<file path="src/hdl/vic_consts.vh">
// Constants for the vectored normal/fast interrupt controller
// Operation
// Vector read selects highest pending enabled source
// Vector read drops the normal request line
// Vector read clears edge-type current source only
// Vector read pushes current level and number
// Vector read returns selected source handler address
// End-of-service write pops the nesting stack
// After pop, reassert for pending above restored level
// During service, only higher priority reasserts request
// Only source 0 raises the fast request
// Fast path unprioritised; priority field still reads back
// Source 0 trigger type selects edge/level detection
// Enable/disable commands bit 0 gate fast source
// Mask bit 0 shows fast source enabled
// Fast vector read returns source 0 handler
// Fast vector register sits at 0xFFFFF104
// Fast vector read clears edge-type source 0 only
// Handler removes level source 0 at origin
// Handler clears level normal source at peripheral
// Processor writes end-of-service before returning
// Processor reads vector register from exception address
// Normal sources carry 3-bit priority, 7 highest
// Priority ties go to lowest source number
// Nesting stack holds eight entries
// No pending source returns the spurious vector
// Both request lines active low, registered, high after reset
`ifndef VIC_CONSTS_VH
`define VIC_CONSTS_VH

// ==========================================================
// Address map
`define VIC_BASE_HI 20'hFFFFF
`define VIC_SMR_HI 5'h00
`define VIC_SVR_HI 5'h01
`define VIC_OFF_IVR 12'h100
`define VIC_OFF_FVR 12'h104
`define VIC_OFF_ISR 12'h108
`define VIC_OFF_IPR 12'h10C
`define VIC_OFF_IMR 12'h110
`define VIC_OFF_CISR 12'h114
`define VIC_OFF_IECR 12'h120
`define VIC_OFF_IDCR 12'h124
`define VIC_OFF_ICCR 12'h128
`define VIC_OFF_ISCR 12'h12C
`define VIC_OFF_EOI 12'h130
`define VIC_OFF_SPU 12'h134

// ==========================================================
// Mode register fields
`define VIC_PRIO_LSB 0
`define VIC_TYPE_LSB 5
`define VIC_TYPE_LOW 2'h0
`define VIC_TYPE_HIGH 2'h2

// ==========================================================
// Reset values and sizes
`define VIC_RST_WORD 32'h00000000
`define VIC_STACK_DEPTH 4'h8

`endif

</file>
<file path="src/hdl/vic_controller.v">
// Vectored normal/fast interrupt controller with Wishbone slave
`default_nettype none
`include "vic_consts.vh"
module vic_controller (
	input wire clock,
	input wire reset,
	input wire wbCyc,
	input wire wbStb,
	input wire wbWe,
	input wire [31:0] wbAdr,
	input wire [3:0] wbSel,
	input wire [31:0] wbDatWr,
	output wire [31:0] wbDatRd,
	output wire wbAck,
	input wire [31:0] irqSrc,
	output wire normalIrqN,
	output wire fastIrqN
);
	// ==========================================================
	// Bus sequencer states
	localparam ST_IDLE = 2'h0;
	localparam ST_WAIT = 2'h1;
	localparam ST_ACK = 2'h2;

	// ==========================================================
	// Declarations
	reg [1:0] state_r;
	// Answer flops
	reg ack_r;
	reg [31:0] datRd_r;
	// Read source chosen at take
	reg useMem_r;
	reg useSpur_r;
	// Source synchroniser and edge history
	reg [31:0] sync1_r;
	reg [31:0] sync2_r;
	reg [31:0] prev_r;
	// Latched edges
	reg [31:0] edgeFlag_r;
	reg [31:0] edgeFlag_nxt;
	// Enabled sources
	reg [31:0] enable_r;
	// Per-source mode fields
	reg [2:0] prio_r [0:31];
	reg [1:0] type_r [0:31];
	// Spurious vector
	reg [31:0] spurVec_r;
	// Current interrupt context
	reg curValid_r;
	reg [2:0] curLevel_r;
	reg [4:0] curNum_r;
	// Nesting stack and fill count
	reg [8:0] stack_r [0:7];
	reg [3:0] depth_r;
	// Request lines, true = inactive
	reg normalIrqN_r;
	reg fastIrqN_r;
	// Combinational helpers
	reg [31:0] pending;
	reg [31:0] edgeSeen;
	reg [31:0] edgeMask;
	reg [95:0] prioFlat;
	reg [31:0] regRead;
	reg [4:0] memAddr;
	wire found;
	wire [4:0] selNum;
	wire [2:0] selLevel;
	wire [31:0] memData;
	// Loop indices, one per process so that no index has two drivers
	integer i;
	integer j;
	integer k;

	// ==========================================================
	// Decode
	wire take = wbCyc && wbStb && (state_r == ST_IDLE);
	wire inBlk = (wbAdr[31:12] == `VIC_BASE_HI);
	wire [11:0] off = wbAdr[11:0];
	wire rdAcc = take && !wbWe && inBlk;
	wire wrAcc = take && wbWe && inBlk;
	wire isSmr = (off[11:7] == `VIC_SMR_HI);
	wire isSvr = (off[11:7] == `VIC_SVR_HI);
	wire rdIvr = rdAcc && (off == `VIC_OFF_IVR);
	// Fixed absolute address, see
	wire rdFvr = rdAcc && (off == `VIC_OFF_FVR);
	wire wrIecr = wrAcc && (off == `VIC_OFF_IECR);
	wire wrIdcr = wrAcc && (off == `VIC_OFF_IDCR);
	wire wrIccr = wrAcc && (off == `VIC_OFF_ICCR);
	wire wrIscr = wrAcc && (off == `VIC_OFF_ISCR);
	wire wrEoi = wrAcc && (off == `VIC_OFF_EOI);
	wire wrSpu = wrAcc && (off == `VIC_OFF_SPU);
	wire wrSmr = wrAcc && isSmr;
	wire [3:0] memWe = (wrAcc && isSvr) ? wbSel : 4'h0;

	// ==========================================================
	// Trigger type decode: bit 0 set means edge
	function isEdge;
		input [1:0] t;
		begin
			isEdge = t[0];
		end
	endfunction

	// ==========================================================
	// Pending vector, edge detect and priority packing
	always @* begin
		pending = 32'h00000000;
		edgeSeen = 32'h00000000;
		edgeMask = 32'h00000000;
		prioFlat = 96'h0;
		for (i = 0; i < 32; i = i + 1) begin
			prioFlat[3*i +: 3] = prio_r[i];
			edgeMask[i] = isEdge(type_r[i]);
			// Polarity from bit 1, see
			if (type_r[i][1]) begin
				edgeSeen[i] = sync2_r[i] && !prev_r[i];
			end else begin
				edgeSeen[i] = !sync2_r[i] && prev_r[i];
			end
			if (isEdge(type_r[i])) begin
				pending[i] = edgeFlag_r[i];
			end else begin
				pending[i] = type_r[i][1] ? sync2_r[i] : !sync2_r[i];
			end
		end
	end

	// ==========================================================
	// Normal selector; source 0 is kept out of it, see
	vic_prio_sel uSel (
		.reqVec(pending & enable_r & 32'hFFFFFFFE),
		.prioFlat(prioFlat),
		.limitOn(curValid_r),
		.limit(curLevel_r),
		.found(found),
		.selNum(selNum),
		.selLevel(selLevel)
	);

	// ==========================================================
	// Vector memory address: selected source, zero or indexed word
	always @* begin
		if (rdIvr) begin
			memAddr = selNum;
		end else if (rdFvr) begin
			memAddr = 5'h00;
		end else begin
			memAddr = off[6:2];
		end
	end

	vic_vector_mem uMem (
		.clock(clock),
		.reset(reset),
		.wrEn(memWe),
		.addr(memAddr),
		.wrData(wbDatWr),
		.rdData(memData)
	);

	// ==========================================================
	// Edge latch: set wins over any clear
	always @* begin
		edgeFlag_nxt = edgeFlag_r;
		if (wrIccr) begin
			edgeFlag_nxt = edgeFlag_nxt & ~wbDatWr;
		end
		if (rdIvr && found) begin
			edgeFlag_nxt[selNum] = 1'b0;
		end
		if (rdFvr) begin
			edgeFlag_nxt[0] = 1'b0;
		end
		edgeFlag_nxt = edgeFlag_nxt | edgeSeen;
		if (wrIscr) begin
			edgeFlag_nxt = edgeFlag_nxt | wbDatWr;
		end
		// Level sources keep no latch, so the clears leave them alone
		edgeFlag_nxt = edgeFlag_nxt & edgeMask;
	end

	// ==========================================================
	// Register read mux for plain registers
	always @* begin
		regRead = `VIC_RST_WORD;
		if (inBlk) begin
			if (isSmr) begin
				regRead[`VIC_PRIO_LSB +: 3] = prio_r[off[6:2]];
				regRead[`VIC_TYPE_LSB +: 2] = type_r[off[6:2]];
			end else begin
				case (off)
					`VIC_OFF_ISR: regRead[4:0] = curNum_r;
					`VIC_OFF_IPR: regRead = pending;
					`VIC_OFF_IMR: regRead = enable_r;
					`VIC_OFF_CISR: regRead[1:0] = {!fastIrqN_r, !normalIrqN_r};
					`VIC_OFF_SPU: regRead = spurVec_r;
					default: regRead = `VIC_RST_WORD;
				endcase
			end
		end
	end

	// ==========================================================
	// Source synchroniser; first stage feeds only the second
	always @(posedge clock) begin
		if (reset) begin
			sync1_r <= `VIC_RST_WORD;
			sync2_r <= `VIC_RST_WORD;
			prev_r <= `VIC_RST_WORD;
		end else begin
			sync1_r <= irqSrc;
			sync2_r <= sync1_r;
			prev_r <= sync2_r;
		end
	end

	// ==========================================================
	// Configuration, enables and edge latches
	always @(posedge clock) begin
		if (reset) begin
			edgeFlag_r <= `VIC_RST_WORD;
			enable_r <= `VIC_RST_WORD;
			spurVec_r <= `VIC_RST_WORD;
			for (j = 0; j < 32; j = j + 1) begin
				prio_r[j] <= 3'h0;
				type_r[j] <= `VIC_TYPE_LOW;
			end
		end else begin
			edgeFlag_r <= edgeFlag_nxt;
			// Enable then disable; bit 0 is the fast source, see
			if (wrIecr || wrIdcr) begin
				enable_r <= (enable_r | (wrIecr ? wbDatWr : 32'h0))
					& ~(wrIdcr ? wbDatWr : 32'h0);
			end
			if (wrSmr && wbSel[0]) begin
				prio_r[off[6:2]] <= wbDatWr[`VIC_PRIO_LSB +: 3];
				type_r[off[6:2]] <= wbDatWr[`VIC_TYPE_LSB +: 2];
			end
			if (wrSpu) begin
				for (j = 0; j < 4; j = j + 1) begin
					if (wbSel[j]) begin
						spurVec_r[8*j +: 8] <= wbDatWr[8*j +: 8];
					end
				end
			end
		end
	end

	// ==========================================================
	// Current context and nesting stack
	always @(posedge clock) begin
		if (reset) begin
			curValid_r <= 1'b0;
			curLevel_r <= 3'h0;
			curNum_r <= 5'h00;
			depth_r <= 4'h0;
			for (k = 0; k < 8; k = k + 1) begin
				stack_r[k] <= 9'h000;
			end
		end else if (rdIvr) begin
			// Save the outgoing context, see
			if (depth_r < `VIC_STACK_DEPTH) begin
				stack_r[depth_r[2:0]] <= {curValid_r, curLevel_r, curNum_r};
				depth_r <= depth_r + 4'h1;
			end
			// Spurious read leaves the context as it was, see
			if (found) begin
				curValid_r <= 1'b1;
				curLevel_r <= selLevel;
				curNum_r <= selNum;
			end
		end else if (wrEoi) begin
			// Restore the saved context, see
			if (depth_r != 4'h0) begin
				{curValid_r, curLevel_r, curNum_r} <= stack_r[depth_r[2:0] - 3'h1];
				depth_r <= depth_r - 4'h1;
			end else begin
				curValid_r <= 1'b0;
			end
		end
	end

	// ==========================================================
	// Request lines, active low from flops, see
	always @(posedge clock) begin
		if (reset) begin
			normalIrqN_r <= 1'b1;
			fastIrqN_r <= 1'b1;
		end else begin
			// While servicing, only sources above the current level count, see
			normalIrqN_r <= !found;
			// No priority on the fast path, see
			fastIrqN_r <= !(pending[0] && enable_r[0]);
		end
	end

	// ==========================================================
	// Bus sequencer: take, wait one cycle for memory, answer
	always @(posedge clock) begin
		if (reset) begin
			state_r <= ST_IDLE;
			ack_r <= 1'b0;
			datRd_r <= `VIC_RST_WORD;
			useMem_r <= 1'b0;
			useSpur_r <= 1'b0;
		end else begin
			case (state_r)
				ST_IDLE: begin
					ack_r <= 1'b0;
					if (take) begin
						state_r <= ST_WAIT;
						useMem_r <= rdFvr || (rdIvr && found) || (rdAcc && isSvr);
						useSpur_r <= rdIvr && !found;
					end
				end
				ST_WAIT: begin
					// Reads of write-only or unmapped words give zero
					if (wbWe) begin
						datRd_r <= `VIC_RST_WORD;
					end else if (useSpur_r) begin
						datRd_r <= spurVec_r;
					end else if (useMem_r) begin
						datRd_r <= memData;
					end else begin
						datRd_r <= regRead;
					end
					ack_r <= 1'b1;
					state_r <= ST_ACK;
				end
				ST_ACK: begin
					// Drop the answer after one cycle high
					ack_r <= 1'b0;
					state_r <= ST_IDLE;
				end
				default: begin
					ack_r <= 1'b0;
					state_r <= ST_IDLE;
				end
			endcase
		end
	end

	// ==========================================================
	// Outputs
	assign wbAck = ack_r;
	assign wbDatRd = datRd_r;
	assign normalIrqN = normalIrqN_r;
	assign fastIrqN = fastIrqN_r;
endmodule
`default_nettype wire

</file>
<file path="src/hdl/vic_prio_sel.v">
// Priority selector over normal sources 1 to 31
`default_nettype none
module vic_prio_sel (
	input wire [31:0] reqVec,
	input wire [95:0] prioFlat,
	input wire limitOn,
	input wire [2:0] limit,
	output reg found,
	output reg [4:0] selNum,
	output reg [2:0] selLevel
);
	integer i;
	// Priority of the source under test
	reg [2:0] p;

	// ==========================================================
	// Scan downward so that ties keep the lowest number
	always @* begin
		found = 1'b0;
		selNum = 5'h00;
		selLevel = 3'h0;
		p = 3'h0;
		for (i = 31; i >= 1; i = i - 1) begin
			p = prioFlat[3*i +: 3];
			// Above current level only while servicing, see
			if (reqVec[i] && (!limitOn || p > limit) && (!found || p >= selLevel)) begin
				found = 1'b1;
				selNum = i[4:0];
				selLevel = p;
			end
		end
	end
endmodule
`default_nettype wire

</file>
<file path="src/hdl/vic_vector_mem.v">
// Handler address memory, 32 words, byte writes, registered read
`default_nettype none
module vic_vector_mem (
	input wire clock,
	input wire reset,
	input wire [3:0] wrEn,
	input wire [4:0] addr,
	input wire [31:0] wrData,
	output wire [31:0] rdData
);
	// Storage array
	reg [31:0] mem [0:31];
	// Registered read word
	reg [31:0] rdData_r;
	integer b;

	// ==========================================================
	// Byte writes and registered read
	always @(posedge clock) begin
		for (b = 0; b < 4; b = b + 1) begin
			if (wrEn[b]) begin
				mem[addr][8*b +: 8] <= wrData[8*b +: 8];
			end
		end
		if (reset) begin
			rdData_r <= `VIC_RST_WORD;
		end else begin
			rdData_r <= mem[addr];
		end
	end

	assign rdData = rdData_r;
endmodule
`default_nettype wire

</file>
<file path="config.mk">
export PLATFORM = sky130hd
export DESIGN_NAME = vic_controller
export DESIGN_NICKNAME = d
export VERILOG_FILES = /design/src/hdl/vic_controller.v /design/src/hdl/vic_prio_sel.v /design/src/hdl/vic_vector_mem.v
export VERILOG_INCLUDE_DIRS = /design/src /design/src/hdl
export SDC_FILE = /design/constraint.sdc
export NUM_CORES = 2
export LEC_CHECK = 0
export ABC_AREA = 1
export BUFFER_PORTS_ARGS = -buffer_cell sky130_fd_sc_hd__buf_2
export CORE_ASPECT_RATIO = 1.25
export CORE_UTILIZATION = 65
export DETAILED_ROUTE_END_ITERATION = 16
export GPL_TIMING_DRIVEN = 0
export PLACE_DENSITY = 0.82
export SYNTH_ARGS = -nofsm -noshare
export SYNTH_HDL_FRONTEND = slang
export SYNTH_SLANG_ARGS = --single-unit
</file>
<file path="constraint.sdc">
create_clock -name clock -period 96.1 [get_ports clock]
set_clock_uncertainty 0.15 [all_clocks]
set_input_delay 19.22 -clock clock [delete_from_list [all_inputs] [get_ports clock]]
set_output_delay 19.22 -clock clock [all_outputs]
set_load 0.05 [all_outputs]
</file>
# [Word level (Yosys, flattened, before mapping)]
# Memory sizes are Yosys's and may differ from the RTL's. A register that Yosys moved wholly into a read port is not among the register bits.
# Cells that the tools add are included.
[totals] register_bits=244 input_bits=105 word_cells=703 mem_count=4 output_inout_bits=35 ram_bits=1256
[memory_table] name="uMem.mem" depth=32 word_bits=32 rd=1 rd_clocked_by_memory_dff=1 wr=1 line="vic_vector_mem.v:12" text="reg [31:0] mem [0:31];"
[memory_table] name="prio_r" depth=32 word_bits=3 rd=32 rd_clocked_by_memory_dff=0 wr=32 line="vic_controller.v:44" text="reg [2:0] prio_r [0:31];"
[memory_table] name="stack_r" depth=8 word_bits=9 rd=1 rd_clocked_by_memory_dff=0 wr=8 line="vic_controller.v:53" text="reg [8:0] stack_r [0:7];"
[memory_table] name="type_r" depth=32 word_bits=2 rd=33 rd_clocked_by_memory_dff=0 wr=32 line="vic_controller.v:45" text="reg [1:0] type_r [0:31];"
[classes] muxes=256 n_bitwise=11 reduce_logical=327 eq_ne=18 n_addsub=3 n_lt_le_gt_ge=64
[op_table] operator="$mux W32" n=9
[op_table] operator="$mux W5" n=39
[op_table] operator="$and A32 B32 Y32" n=5
[op_table] operator="$mux W1" n=154
[op_table] operator="$logic_and A1 B1 Y1" n=147
[op_table] operator="$eq A12 B9 Y1 const B" n=12
[op_table] operator="$mux W3" n=38
[op_table] operator="$logic_not A1 Y1" n=100
[op_table] operator="$not A32 Y32" n=3
[op_table] operator="$or A32 B32 Y32" n=3
[op_table] operator="$gt A3 B3 Y1" n=31
[op_table] operator="$ge A3 B3 Y1" n=30
[op_table] operator="$pmux W27 S3" n=1
[op_table] operator="$logic_or A1 B1 Y1" n=64
[op_table] operator="$mux W25" n=1
[op_table] operator="$eq A20 B20 Y1 const B" n=1
[op_table] operator="$mux W4" n=5
[op_table] operator="$pmux W3 S4" n=1
[op_table] operator="$reduce_and A2 Y1" n=6
[op_table] operator="$pmux W2 S5" n=1
[op_table] operator="$mux W9" n=1
[op_table] operator="$reduce_or A9 Y1" n=1
[op_table] operator="$mux W2" n=4
[op_table] operator="$lt A5 B6 Y1 const B" n=1
[op_table] operator="other kinds (18)" n=21

# [Logic depth before layout (Yosys ltp)]
[depth] depth_word=138 ltp_mapped=313

# [Hierarchy]
# Synthesis repeated with hierarchy kept, for this count alone.
[hier_totals] hier_cells=8170 area_unflattened_um2=73061.3
[by_module_without_submodules] mod="vic_vector_mem" cells_per_inst=4168 area_each_um2=43556.8 n_inst=1 seq_area_each_um2=31390.1
[by_module_without_submodules] mod="vic_controller" cells_per_inst=2951 area_each_um2=23125.9 n_inst=1 seq_area_each_um2=11851.4
[by_module_without_submodules] mod="vic_prio_sel" cells_per_inst=1051 area_each_um2=6378.6 n_inst=1 seq_area_each_um2=0.0

# [Least setup slack after synthesis]
# OpenSTA, ideal clock, no wires.
[synth_path] path_type="register -> register" startpoint="reg curLevel_r[2]" endpoint="mem uMem.mem[30][0], enable pin" arrival_ns=30.858 path_stages_with_launch=301 required_ns=95.580 period_less_slack_ns=31.378 path_slack_ns=64.722 cell_sequence="dfxtp_1 -> clkinv_1 -> ha_1 -> nand3b_1 -> nand2_1 -> nand2_1 -> nand2_2 -> nand2_4 -> nor2_1 -> inv_1 -> ha_1 -> nand2_1 -> o21ai_0 -> nor2_1 -> nand3_1 -> nand2_1 -> o21ai_0 -> ha_1 -> [... 265 more ...] -> buf_6 -> nand2_1 -> o21ai_0 -> ha_1 -> o21ai_0 -> nand2_1 -> a21oi_1 -> nand2_2 -> nand2_4 -> inv_2 -> nor2_2 -> nand2_1 -> nand2_1 -> nand2_4 -> nor2_4 -> buf_2 -> nand2_1 -> nor2_1"
[synth_via] elab_chain_len=125
[synth_lines] item="start, declared" line="vic_controller.v:50" text="reg [2:0] curLevel_r;"
[synth_lines] item="start signal, assigned" line="vic_controller.v:269" text="curLevel_r <= selLevel;"
[synth_lines] item="start signal, assigned" line="vic_controller.v:275" text="{curValid_r, curLevel_r, curNum_r} <= stack_r[depth_r[2:0] - 3'h1];"
[synth_lines] item="$gt A3 B3 Y1" line="vic_prio_sel.v:26" text="if (reqVec[i] && (!limitOn || p > limit) && (!found || p >= selLevel)) begin"
[synth_lines] item="$logic_or A1 B1 Y1" line="vic_prio_sel.v:26"
[synth_lines] item="$logic_and A1 B1 Y1" line="vic_prio_sel.v:26"
[synth_lines] item="$mux W3 / $mux W1 (equally long branches)" line="vic_prio_sel.v:26"
[synth_lines] item="$ge A3 B3 Y1 / $logic_not A1 Y1 (equally long branches)" line="vic_prio_sel.v:26"
[synth_lines] item="$logic_or A1 B1 Y1" line="vic_prio_sel.v:26"
[synth_lines] item="$logic_and A1 B1 Y1" line="vic_prio_sel.v:26"
[synth_lines] item="$mux W3 / $mux W1 (equally long branches)" line="vic_prio_sel.v:26"
[synth_lines] item="[... 109 more ...]"
[synth_lines] item="$logic_or A1 B1 Y1" line="vic_prio_sel.v:26"
[synth_lines] item="$logic_and A1 B1 Y1" line="vic_prio_sel.v:26"
[synth_lines] item="$mux W3 / $mux W1 (equally long branches)" line="vic_prio_sel.v:26"
[synth_lines] item="$ge A3 B3 Y1 / $logic_not A1 Y1 (equally long branches)" line="vic_prio_sel.v:26"
[synth_lines] item="$logic_or A1 B1 Y1" line="vic_prio_sel.v:26"
[synth_lines] item="$logic_and A1 B1 Y1" line="vic_prio_sel.v:26"
[synth_lines] item="$mux W5 *" line="vic_prio_sel.v:26"
[synth_lines] item="$mux W5 *" line="vic_controller.v:143" text="if (rdIvr) begin"
[synth_lines] item="end, declared" line="vic_vector_mem.v:12"
# Every way passes the cells marked *; elsewhere a longest branch is shown, timed or not.

# [Final worst setup path]
[layout_path] startpoint="reg curLevel_r[2]" endpoint="mem uMem.mem[12][3], enable pin"
# The elaborated chain is that of the path after synthesis.

==> out/qor_table.md <==
| Parameter | Reported | Unit |
|:---|:---|:---|
| Drc violations | 0 | - |
| Launch point of the worst path | curLevel_r[2]$_SDFFE_PP0P_ | - |
| Minimum clock period | 38.54 | ns |
| Worst skew pair latency | 0.83 | ns |
| Vertical extent of the die | 378 | microns |
| Top post-synthesis cells by area | sky130_fd_sc_hd__edfxtp_1, sky130_fd_sc_hd__nand2_1, sky130_fd_sc_hd__dfxtp_1, sky130_fd_sc_hd__nand3_1, sky130_fd_sc_hd__nor2_1 | - |
| Final-layout setup total negative slack | 0 | ns |
| Antenna violations before repair | 19 | - |
| Crit Path Class | register to register | - |
| Status | finished, violations left | - |
| Longest Clk Path Bufs | 3 | - |
| Average wire per standard cell | 29.2 | microns |
| Count of max-cap constraint violations | 3 | - |
| Number of cells produced by synthesis | 7778 | - |
| Endpoints failing setup | 0 | - |
| Worst reg2reg path endpoint | uMem.mem[12][3]$_DFFE_PP_ | - |
| Setup slack of the most critical reg-to-reg path | 57.56 | ns |
| Reported leakage power | 33.0 | nW |
| GR Util All Layers | 0.494 | - |
| Tightest Pin Transition | 1.54 | ns |
| Cell type with the largest total area after synthesis | sky130_fd_sc_hd__edfxtp_1 | - |
| Final Core Density | 0.722 | - |
| Net count after synthesis | 8050 | - |
| Library cell appearing most often on the critical path | sky130_fd_sc_hd__nand2_1 | - |
| Proportion of layout cells with a drive suffix above 1 | 0.107 | - |
| Post-layout net count | 8339 | - |
| Cell Pwr Density | 17.5 | nW/um^2 |
| Width of the die | 303 | microns |
| Maximum fanout count along the critical path | 39 | - |
| Number of warnings reported in the yosys synthesis log | 0 | - |
| Clock sinks | 1532 | - |
| Category of the worst setup path launch point | register | - |
| Die Outline Area | 114000 | sq um |
| Post-Place Cells | 9376 | - |
| Initial cell density of the core | 0.658 | - |
| Max Fclk | 0.0259 | GHz |
| Number of rows in the core area | 137 | - |
| Number of synthesized register bits | 1532 | - |
| Number of buffers added by the clock tree synthesis step | 146 | - |
| Count of endpoints failing hold in the final timing report | 0 | - |
| H-Tree Level Count | 4 | - |
| Area of the placeable core | 112000 | sq um |
| Destination of the critical timing path | uMem.mem[12][3]$_DFFE_PP_ | - |
| Via Count | 61700 | - |
| Vias in the first global route | 58900 | - |
| Gpl congestion | 1.10 | - |
| CP peak stage delay | 1.24 | ns |
| Count of flip-flops with a built-in enable after synthesis | 1256 | - |
| Data arrival at the endpoint of the critical path | 38.80 | ns |
| Area share of the largest cell type after synthesis | 0.513 | - |
| Final Max Tran Viols | 10 | - |
| Number of violations reported at the end of detailed-routing iteration 0 | 9479 | - |
| Count of filler cells inserted in the layout | 8259 | - |
| Count of TritonRoute iterations in the first routing pass | 10 | - |
| Antenna Nets Post-Route | 0 | - |
| Proportion of synthesized chip area in sequential cells | 0.588 | - |
| Critical path's slowest cell | sky130_fd_sc_hd__nor2_1 | - |
| Slew HR | -0.0283 | - |
| Leading cell types in the layout, fill and taps excluded | sky130_fd_sc_hd__nand2_1, sky130_fd_sc_hd__edfxtp_1, sky130_fd_sc_hd__nor2_1 | - |
| Number of buffers added on ports | 137 | - |
| Reg-to-Reg Start | curLevel_r[2]$_SDFFE_PP0P_ | - |
| Length in cells of the worst reg-to-reg path | 298 | - |
| Hold/Removal Path Class | register to register | - |
| Clock slew seen by the registers of the worst setup and hold paths | 0.06 | ns |
| Post-DP HPWL | 205000 | microns |
| Wire length of the first global-routing pass | 396000 | microns |
| Resized Gates After CTS | 0 | - |
| Root Buffer Master | sky130_fd_sc_hd__clkbuf_16 | - |
| Capturing element type of the critical path | register | - |
| Ys async rst share | 0 | - |
| Cell variety after synth | 71 | - |
| RSZ-0062 raised after global routing | false | - |
| Count of pins on the block boundary | 140 | - |
| Required time of the critical path | 96.36 | ns |
| Aggregate global routing overflow | 0 | - |
| Number of hold buffers added after cts | 0 | - |
| Largest net degree at the start of global routing | 40 | - |
| Prevailing post-synth register cell | sky130_fd_sc_hd__edfxtp_1 | - |
| Share of the clock period used by the worst path after layout | 0.401 | - |
| Cell Area, Synth | 73500 | sq um |
| Final wirelength | 282000 | microns |
| Number of setup buffers added after CTS | 0 | - |
| Area growth from synthesis to final layout | 9.85 | % |
| Violations in the final reports | capacitance limit, slew limit | - |
| Routed vias/inst | 6.40 | - |
| Post-synthesis area per instance | 9.45 | sq um |
| TritonCTS clock tree | yes | - |
| Leading cell type in the layout, fill and taps excluded | sky130_fd_sc_hd__nand2_1 | - |
| Worst vdd ir | 0.0213 | mV |
| Non-filler cells, final | 9649 | - |
## through the flow
stage	setup slack (ns)	area (sq um)	power [mW]	hold WS [ns]
after global routing	53.69	80700	1.43	0.269
final	57.56	80700	1.41	0.239
after detailed placement	58.20	76100	0.841	0.246
after global placement	58.12	76000	0.839	0.243
after CTS	58.08	80700	1.40	0.240
after floorplan	64.72	73500	0.794	0.238
## how the worst min path moves through the flow
stage	from	depth (start not counted)	end	slack [ns]
floorplan	sync1_r[0]$_SDFF_PP0_	2	sync2_r[0]$_SDFF_PP0_	0.24
global placement	sync1_r[23]$_SDFF_PP0_	2	sync2_r[23]$_SDFF_PP0_	0.24
detailed placement	sync1_r[24]$_SDFF_PP0_	2	sync2_r[24]$_SDFF_PP0_	0.25
CTS	sync1_r[5]$_SDFF_PP0_	2	sync2_r[5]$_SDFF_PP0_	0.24
global route	sync1_r[7]$_SDFF_PP0_	2	sync2_r[7]$_SDFF_PP0_	0.27
finish	sync1_r[5]$_SDFF_PP0_	2	sync2_r[5]$_SDFF_PP0_	0.24
## critical path: cells and delay by family (launching register included)
kind | cells | cell delay [ns]
AND/OR/NAND/NOR | 150 | 14.09
AO/OA/AOI/OAI | 68 | 10.11
adder cells (fa/ha/maj) | 31 | 9.36
buffers and inverters | 49 | 3.99
flip-flops | 1 | 0.35
## report_power, final
group	switching (mW)	total, mW	internal, mW
Sequential	0.00536	0.729	0.724
Clock	0.262	0.577	0.315
Combinational	0.0786	0.105	0.0263
## logic make-up after synthesis
group	count (synthesis)	share of synthesized area
and+or+nand+nor	4379	0.251
DFF	1532	0.588
xor gates and xnor gates	25	0.00298
adders and majority gates	167	0.0285
muxes	10	0.00145
buffers and inverters	837	0.0624
AOI/OAI and AO/OA	828	0.0657
## layout make-up
cell class,count,area (sq um),share of cell area
Tap cell,1459,1830,0.0226
Sequential cell,1532,43200,0.536
Clock buffer,194,4010,0.0497
Clock inverter,67,612,0.00758
Multi-Input combinational cell,5409,25700,0.318
Inverter,456,1730,0.0214
Antenna cell,10,25.0,0.000310
Buffer,381,2860,0.0354
Timing Repair Buffer,141,736,0.00911
## cell usage after synthesis, types with 13 or more instances
cell type,instances
sky130_fd_sc_hd__nand2_1,2619
sky130_fd_sc_hd__edfxtp_1,1256
sky130_fd_sc_hd__nor2_1,775
sky130_fd_sc_hd__nand3_1,599
sky130_fd_sc_hd__inv_1,414
sky130_fd_sc_hd__o21ai_0,280
sky130_fd_sc_hd__dfxtp_1,276
sky130_fd_sc_hd__a21oi_1,257
sky130_fd_sc_hd__nand2_2,211
sky130_fd_sc_hd__clkbuf_1,169
sky130_fd_sc_hd__ha_1,166
sky130_fd_sc_hd__o22ai_1,90
sky130_fd_sc_hd__a211oi_1,62
sky130_fd_sc_hd__buf_2,54
sky130_fd_sc_hd__nor3_1,49
sky130_fd_sc_hd__o211ai_1,38
sky130_fd_sc_hd__clkbuf_8,36
sky130_fd_sc_hd__buf_12,29
sky130_fd_sc_hd__buf_4,25
sky130_fd_sc_hd__nand3_2,23
sky130_fd_sc_hd__buf_6,21
sky130_fd_sc_hd__buf_8,21
sky130_fd_sc_hd__inv_2,21
sky130_fd_sc_hd__nand2_4,21
sky130_fd_sc_hd__nand4_1,21
sky130_fd_sc_hd__buf_1,20
sky130_fd_sc_hd__clkinv_1,18
sky130_fd_sc_hd__o221ai_1,17
sky130_fd_sc_hd__o32ai_1,17
sky130_fd_sc_hd__a31oi_1,15
sky130_fd_sc_hd__nor2_4,15
sky130_fd_sc_hd__xnor2_1,13
## routing by layer
layer	up-vias	GRT usage	part of all wire
met5	-	0.000433	0.00023
met4	10	0.522	0.13
met3	1556	0.133	0.12
met2	5156	0.769	0.45
met1	28300	0.524	0.30
li1	26700	-	-
## sequential cells by signal (all words and copies together) (netlist names), 2 cells and up
name	flops
uMem.rdData	32
curLevel_r	3
state_r	2
sync1_r	32
sync2_r	32
enable_r	32
prio_r	96
depth_r	4
curNum_r	5
type_r	64
prev_r	32
uMem.mem	1024
wbDatRd	32
spurVec_r	32
edgeFlag_r	32
stack_r	72
No activity file was read; power rests on OpenSTA's default activity.
